===== config.mk =====
export PLATFORM = sky130hd
export DESIGN_NAME = epm_page_mapper
export DESIGN_NICKNAME = d
export VERILOG_FILES = /design/src/epm_pkg.sv /design/src/epm_map_if.sv /design/src/epm_decode.sv /design/src/epm_active_map.sv /design/src/epm_page_mapper.sv
export VERILOG_INCLUDE_DIRS = /design/src
export SDC_FILE = /design/constraint.sdc
export NUM_CORES = 1
export LEC_CHECK = 0
export BUFFER_PORTS_ARGS = -buffer_cell sky130_fd_sc_hd__buf_2
export CAP_MARGIN = 30
export CORE_MARGIN = 2
export CORE_UTILIZATION = 35
export DETAILED_ROUTE_END_ITERATION = 6
export PLACE_DENSITY_LB_ADDON = 0.15
export SYNTH_ARGS = -nofsm -noshare
export SYNTH_HDL_FRONTEND = slang
export SYNTH_SLANG_ARGS = --single-unit

===== constraint.sdc =====
create_clock -name ref_clk_i -period 3 [get_ports ref_clk_i]
set_input_delay 0.3 -clock ref_clk_i [delete_from_list [all_inputs] [get_ports ref_clk_i]]
set_output_delay 0.3 -clock ref_clk_i [all_outputs]
set_load 0.02 [all_outputs]

===== src/epm_defs.svh =====
`ifndef EPM_DEFS_SVH
`define EPM_DEFS_SVH
// i/o base addresses selected by the port-select pin
`define EPM_BASE_LOW        10'h0_0E8
`define EPM_BASE_HIGH       10'h0_098
// register indices within the eight-byte block
`define EPM_IDX_PORT        3'h0
`define EPM_IDX_RSVD        3'h1
`define EPM_IDX_SYSMEM      3'h2
`define EPM_IDX_WINDOW      3'h3
`define EPM_IDX_BANK0       3'h4
// field positions
`define EPM_BIT_FLAG        7
`define EPM_SEG_MSB         7
`define EPM_SEG_LSB         2
// reset values
`define EPM_RST_BYTE        8'h00
// wrap point of page numbers in a 1MB configuration
`define EPM_WRAP_PAGE       8'h40
`define EPM_WRAP_MASK       8'h3F
// largest page number served with 4MB of dram
`define EPM_MAX_PAGES       216
// cycles the copy from staged to active mapping takes
`define EPM_COPY_CYCLES     4
`endif


===== src/epm_pkg.sv =====
package epm_pkg;
   typedef enum logic [2:0]
   {
      EPM_ST_UNCFG = 3'b001,
      EPM_ST_IDLE  = 3'b010,
      EPM_ST_COPY  = 3'b100
   } epm_state_t;
   typedef logic [7:0] epm_byte_t;
endpackage : epm_pkg


===== src/epm_map_if.sv =====
`timescale 1ns/100ps
interface epm_map_if;
   logic [7:0] sysmem;
   logic [7:0] window;
   logic [7:0] page [4];
   logic       copy_go;
   logic       copy_busy;
   modport ctrl (output sysmem, output window, output page, output copy_go, input copy_busy);
   modport map  (input sysmem, input window, input page, input copy_go, output copy_busy);
endinterface : epm_map_if


===== src/epm_decode.sv =====
`timescale 1ns/100ps
`include "epm_defs.svh"
// matches an i/o address against the selected base
module epm_decode
(
   input  wire logic [9:0] io_addr_i,
   input  wire logic       port_base_select_i,
   output logic            hit_o,
   output logic [2:0]      idx_o
);
   logic [9:0] base;
   always_comb
   begin
      base  = port_base_select_i ? `EPM_BASE_HIGH : `EPM_BASE_LOW;
      hit_o = (io_addr_i[9:3] == base[9:3]);
      idx_o = io_addr_i[2:0];
   end
endmodule : epm_decode


===== src/epm_active_map.sv =====
`timescale 1ns/100ps
`include "epm_defs.svh"
// active mapping: takes staged window and page values after a fixed copy delay
module epm_active_map
#(
   parameter int COPY_CYCLES = `EPM_COPY_CYCLES
)
(
   input  wire logic ref_clk_i,
   input  wire logic nrst_i,
   input  wire logic ce_i,
   input  wire logic mem_1mb_i,
   epm_map_if.map    mp,
   output logic [7:0] act_window_o,
   output logic [7:0] act_page_o [4],
   output logic [3:0] act_valid_o
);
   if (COPY_CYCLES < 1 || COPY_CYCLES > 255)
   begin : g_bad_copy
      $error("copy cycles out of range");
   end
   logic [7:0] cnt_ff,  nxt_cnt;
   logic [7:0] win_ff,  nxt_win;
   logic [7:0] pg_ff [4];
   logic [7:0] nxt_pg [4];
   logic [3:0] val_ff,  nxt_val;
   always_comb
   begin
      nxt_cnt = cnt_ff;
      nxt_win = win_ff;
      nxt_val = val_ff;
      for (int i = 0; i < 4; i++)
         nxt_pg[i] = pg_ff[i];
      if (mp.copy_go)
         nxt_cnt = 8'(COPY_CYCLES);
      else if (cnt_ff != 8'h00)
      begin
         nxt_cnt = cnt_ff - 8'h01;
         if (cnt_ff == 8'h01)
         begin
            nxt_win = mp.window;
            for (int i = 0; i < 4; i++)
            begin
               // bank i drives physical page i only
               nxt_pg[i]  = (mem_1mb_i && mp.page[i] >= `EPM_WRAP_PAGE) ?
                            (mp.page[i] & `EPM_WRAP_MASK) : mp.page[i];
               nxt_val[i] = (mp.page[i] != 8'h00) &&
                            (mp.page[i] <= 8'(`EPM_MAX_PAGES));
            end
         end
      end
   end
   always_ff @(posedge ref_clk_i)
   begin
      if (!nrst_i)
      begin
         cnt_ff <= 8'h00;
         win_ff <= `EPM_RST_BYTE;
         val_ff <= 4'h0;
         for (int i = 0; i < 4; i++)
            pg_ff[i] <= `EPM_RST_BYTE;
      end
      else if (ce_i)
      begin
         cnt_ff <= nxt_cnt;
         win_ff <= nxt_win;
         val_ff <= nxt_val;
         for (int i = 0; i < 4; i++)
            pg_ff[i] <= nxt_pg[i];
      end
   end
   assign mp.copy_busy = (cnt_ff != 8'h00) || mp.copy_go;
   assign act_window_o = win_ff;
   assign act_page_o   = pg_ff;
   assign act_valid_o  = val_ff;
endmodule : epm_active_map


===== src/epm_page_mapper.sv =====
`timescale 1ns/100ps
`include "epm_defs.svh"
//
// Behaviour
// - staged window and bank values copy to active mapping; port register bit 7 shows pending
// - port register write: bit 7 readback enable, bits 6-0 address bits 9-3
// - bank registers hold 8-bit page numbers in 16KB units, readable when readback is enabled
// - page number zero releases that physical page
// - bank registers 0-3 map fixed to physical pages 0-3
// - in 1MB configuration page 40H wraps to dram address zero
// - at most 216 expanded pages are supported
// - port-select low gives E8H-EFH, high gives 98H-9FH
// - eight registers sit at consecutive i/o addresses from the base
module epm_page_mapper
(
   input  wire logic       ref_clk_i,
   input  wire logic       nrst_i,
   input  wire logic       ce_i,
   input  wire logic       port_base_select_i,
   input  wire logic       mem_1mb_i,
   input  wire logic [9:0] io_addr_i,
   input  wire logic       io_wr_i,
   input  wire logic       io_rd_i,
   input  wire logic [7:0] io_wdata_i,
   output logic      [7:0] io_rdata_o,
   output logic            io_rdata_oe_o,
   output logic            configured_o,
   output logic      [7:0] act_window_o,
   output logic      [7:0] act_page0_o,
   output logic      [7:0] act_page1_o,
   output logic      [7:0] act_page2_o,
   output logic      [7:0] act_page3_o,
   output logic      [3:0] act_valid_o
);
   //--------------------------------------------------------------
   // decode and staging
   //--------------------------------------------------------------
   logic                  hit;
   logic [2:0]            idx;
   epm_pkg::epm_state_t   st_ff, nxt_st;
   logic                  rden_ff, nxt_rden;
   logic [6:0]            pbase_ff, nxt_pbase;
   logic [7:0]            stg_ff [8];
   logic [7:0]            nxt_stg [8];
   logic                  go_ff, nxt_go;
   logic [7:0]            rd_ff, nxt_rd;
   logic                  oe_ff, nxt_oe;
   logic                  cfg_ff, nxt_cfg;
   logic                  busy;
   logic [7:0]            apg [4];
   logic [7:0]            win;
   logic [3:0]            val;
   logic [7:0]            w_ff [4];
   logic [7:0]            wwin_ff;
   logic [3:0]            wval_ff;
   epm_map_if             mif ();
   epm_decode u_dec
   (
      .io_addr_i          (io_addr_i),
      .port_base_select_i (port_base_select_i),
      .hit_o              (hit),
      .idx_o              (idx)
   );
   epm_active_map #(.COPY_CYCLES(`EPM_COPY_CYCLES)) u_map
   (
      .ref_clk_i    (ref_clk_i),
      .nrst_i       (nrst_i),
      .ce_i         (ce_i),
      .mem_1mb_i    (mem_1mb_i),
      .mp           (mif),
      .act_window_o (win),
      .act_page_o   (apg),
      .act_valid_o  (val)
   );
   assign mif.sysmem  = stg_ff[`EPM_IDX_SYSMEM];
   assign mif.window  = stg_ff[`EPM_IDX_WINDOW];
   assign mif.copy_go = go_ff;
   assign busy        = mif.copy_busy;
   generate
      for (genvar g = 0; g < 4; g++)
      begin : g_pg
         assign mif.page[g] = stg_ff[4 + g];
      end
   endgenerate
   //--------------------------------------------------------------
   // next-state logic
   //--------------------------------------------------------------
   always_comb
   begin
      nxt_st    = st_ff;
      nxt_rden  = rden_ff;
      nxt_pbase = pbase_ff;
      nxt_go    = 1'b0;
      nxt_rd    = 8'h00;
      nxt_oe    = 1'b0;
      for (int i = 0; i < 8; i++)
         nxt_stg[i] = stg_ff[i];
      if (hit && io_wr_i)
      begin
         if (idx == `EPM_IDX_PORT)
         begin
            nxt_rden  = io_wdata_i[`EPM_BIT_FLAG];
            nxt_pbase = io_wdata_i[6:0];
            if (st_ff == epm_pkg::EPM_ST_UNCFG)
               nxt_st = epm_pkg::EPM_ST_IDLE;
         end
         else if (idx == `EPM_IDX_RSVD)
         begin
            nxt_go = 1'b0;
         end
         else if (st_ff != epm_pkg::EPM_ST_UNCFG)
         begin
            if (idx == `EPM_IDX_SYSMEM || idx == `EPM_IDX_WINDOW)
               nxt_stg[idx] = {io_wdata_i[`EPM_SEG_MSB:`EPM_SEG_LSB], 2'b00};
            else
               nxt_stg[idx] = io_wdata_i;
            nxt_go = 1'b1;
            nxt_st = epm_pkg::EPM_ST_COPY;
         end
      end
      else if (st_ff == epm_pkg::EPM_ST_COPY && !busy && !go_ff)
         nxt_st = epm_pkg::EPM_ST_IDLE;
      if (hit && io_rd_i)
      begin
         if (idx == `EPM_IDX_PORT)
         begin
            nxt_rd = {(busy || go_ff), pbase_ff};
            nxt_oe = 1'b1;
         end
         else if (idx != `EPM_IDX_RSVD && rden_ff)
         begin
            nxt_rd = stg_ff[idx];
            nxt_oe = 1'b1;
         end
         else
            nxt_oe = 1'b0;
      end
      nxt_cfg = (nxt_st != epm_pkg::EPM_ST_UNCFG);
   end
   //--------------------------------------------------------------
   // registers
   //--------------------------------------------------------------
   always_ff @(posedge ref_clk_i)
   begin
      if (!nrst_i)
      begin
         st_ff    <= epm_pkg::EPM_ST_UNCFG;
         rden_ff  <= 1'b0;
         pbase_ff <= 7'h00;
         go_ff    <= 1'b0;
         rd_ff    <= 8'h00;
         oe_ff    <= 1'b0;
         cfg_ff   <= 1'b0;
         wwin_ff  <= 8'h00;
         wval_ff  <= 4'h0;
         for (int i = 0; i < 8; i++)
            stg_ff[i] <= `EPM_RST_BYTE;
         for (int i = 0; i < 4; i++)
            w_ff[i] <= 8'h00;
      end
      else if (ce_i)
      begin
         st_ff    <= nxt_st;
         rden_ff  <= nxt_rden;
         pbase_ff <= nxt_pbase;
         go_ff    <= nxt_go;
         rd_ff    <= nxt_rd;
         oe_ff    <= nxt_oe;
         cfg_ff   <= nxt_cfg;
         wwin_ff  <= win;
         wval_ff  <= val;
         for (int i = 0; i < 8; i++)
            stg_ff[i] <= nxt_stg[i];
         for (int i = 0; i < 4; i++)
            w_ff[i] <= apg[i];
      end
   end
   //--------------------------------------------------------------
   // outputs
   //--------------------------------------------------------------
   assign io_rdata_o    = rd_ff;
   assign io_rdata_oe_o = oe_ff;
   assign configured_o  = cfg_ff;
   assign act_window_o  = wwin_ff;
   assign act_page0_o   = w_ff[0];
   assign act_page1_o   = w_ff[1];
   assign act_page2_o   = w_ff[2];
   assign act_page3_o   = w_ff[3];
   assign act_valid_o   = wval_ff;
endmodule : epm_page_mapper


After elaboration in Yosys (flattened, before gate mapping)
Memories as Yosys holds them, arrays and structs flattened. A register that Yosys moved wholly into a read port is not among the register bits.
Cells that the tools add are included.
{ "word_totals": {"register_bits": 78, "ramBits": 96, "inputBits": 25, "output_inout_bits": 54, "word_cells": 130, "mem_count": 2} }
{ "memory_table": {"columns": ["memory", "depth", "width", "read_ports", "rd_clocked_by_memory_dff", "write_ports", "line", "rtl"], "rows": [
  ["stg_ff", 8, 8, 10, 1, 8, "epm_page_mapper.sv:43", "logic [7:0] stg_ff [8];"],
  ["w_ff", 4, 8, 4, 0, 4, "epm_page_mapper.sv:53", "logic [7:0] w_ff [4];"]
]} }
{ "classes": {"add_sub_neg": 1, "magnitude_cmp": 10, "eq_ne": 10, "muxes": 48, "bitwise_logic": 14, "reduce_logical": 30} }
{ "op_table": {"columns": ["operator", "count"], "rows": [
  ["64-bit 2-to-1 mux", 5],
  ["8-bit 2-to-1 mux", 22],
  ["64-bit bitwise mux", 2],
  ["8-bit nonzero test", 5],
  ["8-bit by 7-bit >= comparator with 1-bit output (second input constant)", 4],
  ["8-bit <= comparator (second input constant)", 4],
  ["8-bit demux with 3-bit select", 1],
  ["3-bit 2-to-1 mux", 6],
  ["1-bit logical AND", 14],
  ["1-bit OR", 12],
  ["1-bit 2-to-1 mux", 11],
  ["3-bit by 1-bit != test with 1-bit output (second input constant)", 3],
  ["8-bit by 1-bit equality test with 1-bit output (second input constant)", 1],
  ["8-bit by 1-bit subtractor with 8-bit output (second input constant)", 1],
  ["7-bit equality test", 1],
  ["7-bit 2-to-1 mux", 1],
  ["3-bit by 1-bit equality test with 1-bit output (second input constant)", 2],
  ["3-bit by 2-bit equality test with 1-bit output (second input constant)", 2],
  ["4-bit >= comparator (second input constant)", 1],
  ["4-bit by 1-bit less-than comparator with 1-bit output (second input constant)", 1],
  ["3-bit NOT with 4-bit output", 1],
  ["4-bit AND reduction", 1],
  ["3-bit equality test (second input constant)", 1],
  ["1-bit zero test", 3],
  ["other kinds (6)", 8]
]} }

Longest topological paths before layout
{ "depth": {"ltp_word": 12, "ltp_mapped": 9} }

Modules after synthesis
From an unflattened synthesis, not the netlist that was laid out.
{ "unflattened": {"hier_cells": 749, "area_unflattened_um2": 7479.7} }
{ "by_module_without_submodules": {"columns": ["mod", "instances", "cells_each", "area_each_um2", "seq_area_each_um2"], "rows": [
  ["epm_page_mapper", 1, 471, 5211.2, 3083.0],
  ["epm_active_map", 1, 271, 2200.9, 1041.0],
  ["epm_decode", 1, 7, 67.6, 0.0]
]} }

Worst setup path before layout
No wires, ideal clock.
{ "synth_path": {"kind": "in2reg", "startpoint": "in io_addr_i[6]", "endpoint": "mem stg_ff[2][0] (enable)", "setup_ns": 0.389, "arrival_time_ns": 2.094, "slack_ns": 0.516, "path_stages": 5, "n_path_buf": 0, "path_cell_list": "and4bb_2 > o211ai_2 > a311o_1 > or2_2 > nand2_1"} }
{ "synth_rtl": {"columns": ["element", "line", "rtl"], "rows": [
  ["from (decl)", "epm_page_mapper.sv:21", "input wire logic [9:0] io_addr_i,"],
  ["to (decl)", "epm_page_mapper.sv:43", null]
]} }

Final worst setup path
{ "layout_path": {"startpoint": "reg u_map.cnt_ff[0]", "endpoint": "reg u_map.pg_ff, in the netlist u_map.act_page_o[17]"} }
{ "layout_between": {"elab_chain_len": 2} }
{ "layout_rtl": {"columns": ["element", "line", "rtl"], "rows": [
  ["from (decl)", "epm_active_map.sv:22", "logic [7:0] cnt_ff, nxt_cnt;"],
  ["from (signal assigned)", "epm_active_map.sv:65", "cnt_ff <= nxt_cnt;"],
  ["8-bit by 1-bit equality test with 1-bit output / 8-bit nonzero test (equally long branches)", "epm_active_map.sv:39, epm_active_map.sv:36", null],
  ["4-bit AND reduction (no line) (*)", null, null],
  ["to (signal, indexed assignment)", "epm_active_map.sv:61", "pg_ff[i] <= `EPM_RST_BYTE;"],
  ["to (signal, indexed assignment)", "epm_active_map.sv:69", "pg_ff[i] <= nxt_pg[i];"],
  ["to (decl)", "epm_active_map.sv:24", "logic [7:0] pg_ff [4];"]
]} }
Mark *: on every way between the ends. The rest lies on a longest branch, timed or not.
A chain may end at the register's enable or synchronous reset.

==> results.yml <==
status:
  status: "finished, final reports clean"
sta:
  max-slew-margin-rel: 0.395
  worstMarginPinSlew_ps: 904
  finClkSkew_ps: 9.55
  finalCritPeriodShare: 0.825
  post-route-min-period_ps: 2480
  tns_ps: 0
  max_freq_mhz: 404
  final_max_slew_viol_count: 0
  rsz0062_at_grt: "false"
  hold_viol_final: 0
  setup_viol: 0
cts:
  htreeDepth: 4
  clk_latency_ps: 430
  cts.sinks: 166
  cts_buffer_depth: 2
  cts_tree: "yes"
  cts_resized: 0
  cts.clk_slew.worst_paths_ps: 60
  cts_root_buffer: "clkbuf_16"
  cts_setup_buffers: 0
  cts_buffers: 17
  ctsHoldBuffers: 0
yosys:
  synthTopCellsByArea: "edfxtp_1 (33%), dfxtp_1 (24%), nand2_1 (9.6%)"
  syn_area_sq_mm: 0.00719
  synth-edff-count: 80
  synth_fp_nets: 771
  synth_ff_type: "dfxtp_1"
  ys_async_sr_fraction: 0
  netlist.top_cell.by_area: "edfxtp_1"
  synth_top_area_share: 0.334
  synth_seq_area_share: 0.574
  avgSynthCellArea_sq_um: 9.67
  yosysUniqueCellTypes: 54
  yosys_warnings: 0
  ys_seq_elements: 166
  synth_cells: 743
floorplan:
  die_h_um: 147
  coreArea_sq_mm: 0.0202
  rows: 52
  initial_utilization: 0.356
  io_pins: 79
  die_width_um: 147
  dieArea_sq_mm: 0.0217
flow_run:
  max_cap_viol_count: 0
pwr:
  power.leakage_nw: 3.33
  power.density_mw_per_mm2: 702
  ir_worst_vdd_v: 0.000371
global_route:
  grt-ovfl-total: 0
  grt_pass1_wl_um: 30600
  antenna_found_initial: 0
  grt_max_degree: 88
  grtUsageTotal: 0.181
  grt_pass1_vias: 5386
finish:
  multi_input_area_sq_mm: 0.00278
  seqCellArea_sq_mm: 0.00412
  drive_above_1_share: 0.175
  final_nets: 826
  antennaDiodeCount: 0
  fillers: 2016
  syn_to_final_growth_pct: 17.3
  final_core_util: 0.418
drt:
  drt-pass1-iter-count: 5
  num_vias: 5694
  post_drt_wl_per_cell_um: 17.7
  antenna_left: 0
  avgViaCountPerCell: 5.27
  drc_errors: 0
  drtIter0Drc: 448
  wirelength_um: 19100
worst_hold_path:
  hp-class: "primary input to register"
setup_path:
  critPathMaxFanout: 34
  crit_required_ps: 3350
  start_kind: "register"
  arrival_ps: 2830
  critPathKind: "register to register"
  critPathCaptureType: "register"
place:
  dp_hpwl_um: 13400
  io_buffers: 78
  place.gp.congestion: 0.877
cell families after synthesis:
| logic type | share of synthesized area |
|---|---|
| AND/OR/NAND/NOR | 0.202 |
| AO/OA/AOI/OAI | 0.147 |
| flip-flops | 0.574 |
| buffers and inverters | 0.0395 |
| multiplexers | 0.0324 |
| adder cells (fa/ha/maj) | 0.00522 |
final timing paths:
check	from	end	slack, ps	cells past startpoint
worst max register to register	u_map.cnt_ff[0]	u_map.act_page_o[17]	520	9
worst min-delay path	nrst_i	st_ff[0]	120	2
worst min register to register	u_map.act_page_o[28]	u_map.act_page_o[28]	450	2
worst max-delay path	u_map.cnt_ff[0]	u_map.act_page_o[17]	520	9
layout make-up:
class | instances | area share
Multi-Input combinational cell | 512 | 0.330
Timing Repair Buffer | 93 | 0.0597
Clock buffer | 24 | 0.0622
Tap cell | 270 | 0.0401
Clock inverter | 8 | 0.0157
Inverter | 8 | 0.00356
Sequential cell | 166 | 0.489
synthesized netlist by cell type, drive strengths merged (4+ instances only):
cell type / n
and3: 39
inv: 7
nor2: 38
edfxtp: 80
clkbuf: 43
nor3: 6
a21oi: 102
a221o: 7
dfxtp: 86
nand2: 184
buf: 14
mux2i: 21
nand3: 6
or2: 4
o21ai: 11
nand3b: 8
a31oi: 8
a22oi: 21
o311ai: 4
nor4: 7
or3: 4
through the flow:
step / area, sq um / setup slack (ps) / hold WS (ps) / power [W] / std cells
after floorplan: 7190 / 516 / 428 / 0.00333 / 743
after global placement: 7770 / 542 / 440 / 0.00353 / 1049
after detailed placement: 7770 / 501 / 443 / 0.00357 / 1049
after CTS: 8430 / 555 / 105 / 0.00595 / 1081
after global routing: 8430 / 344 / 133 / 0.00616 / 1081
final: 8430 / 524 / 119 / 0.00592 / 1081
cells in the final DEF (no fill, tap or decap), types with 4 or more instances in the layout:
| cell | netlist | layout |
|---|---|---|
| mux2i_1 | 21 | 21 |
| buf_4 | 1 | 15 |
| a22oi_1 | 21 | 21 |
| a21oi_1 | 102 | 102 |
| a31oi_1 | 8 | 8 |
| dfxtp_1 | 86 | 86 |
| o311ai_1 | 4 | 4 |
| nand2_1 | 184 | 184 |
| buf_2 | 5 | 78 |
| nor2_1 | 38 | 38 |
| and3_1 | 39 | 39 |
| inv_1 | 7 | 7 |
| nor4_1 | 6 | 6 |
| or2_2 | 4 | 4 |
| o21ai_0 | 11 | 11 |
| a221o_1 | 7 | 7 |
| clkbuf_16 | 0 | 19 |
| nand3_1 | 6 | 6 |
| nand3b_1 | 8 | 8 |
| or3_1 | 4 | 4 |
| edfxtp_1 | 80 | 80 |
worst max-delay path, stage by stage (launching register included):
cell	delay (ps)
dfxtp_1	380
inv_1	110
ha_1	200
nor3b_1	190
a211oi_2	500
and3_1	230
buf_4	320
buf_4	240
nand2_1	70
a21oi_1	150
metal layers:
metal / track usage / share of wire / vias to the layer above
met1: 0.256 / 0.47 / 2743
li1: - / - / 2754
met3: 0.0407 / 0.063 / 23
met2: 0.276 / 0.45 / 174
met5: 0 / 0 / -
met4: 0.0577 / 0.017 / 0
state kept, by name, indices dropped and copies added (netlist names), 3 cells and up:
register / count
w_ff: 32
u_map.act_valid_o: 4
u_map.act_window_o: 8
stg_ff: 48
u_map.cnt_ff: 8
io_rdata_o: 8
act_window_o: 8
st_ff: 3
act_valid_o: 4
u_map.act_page_o: 32
pbase_ff: 7
report_power, final:
| group | internal, W | switching, W |
|---|---|---|
| registers | 0.00254 | 0.000147 |
| logic | 0.000302 | 0.000538 |
| clock network | 0.00148 | 0.000904 |
| total | 0.00433 | 0.00159 |
Note: power is estimated with default switching activity, not from simulation.
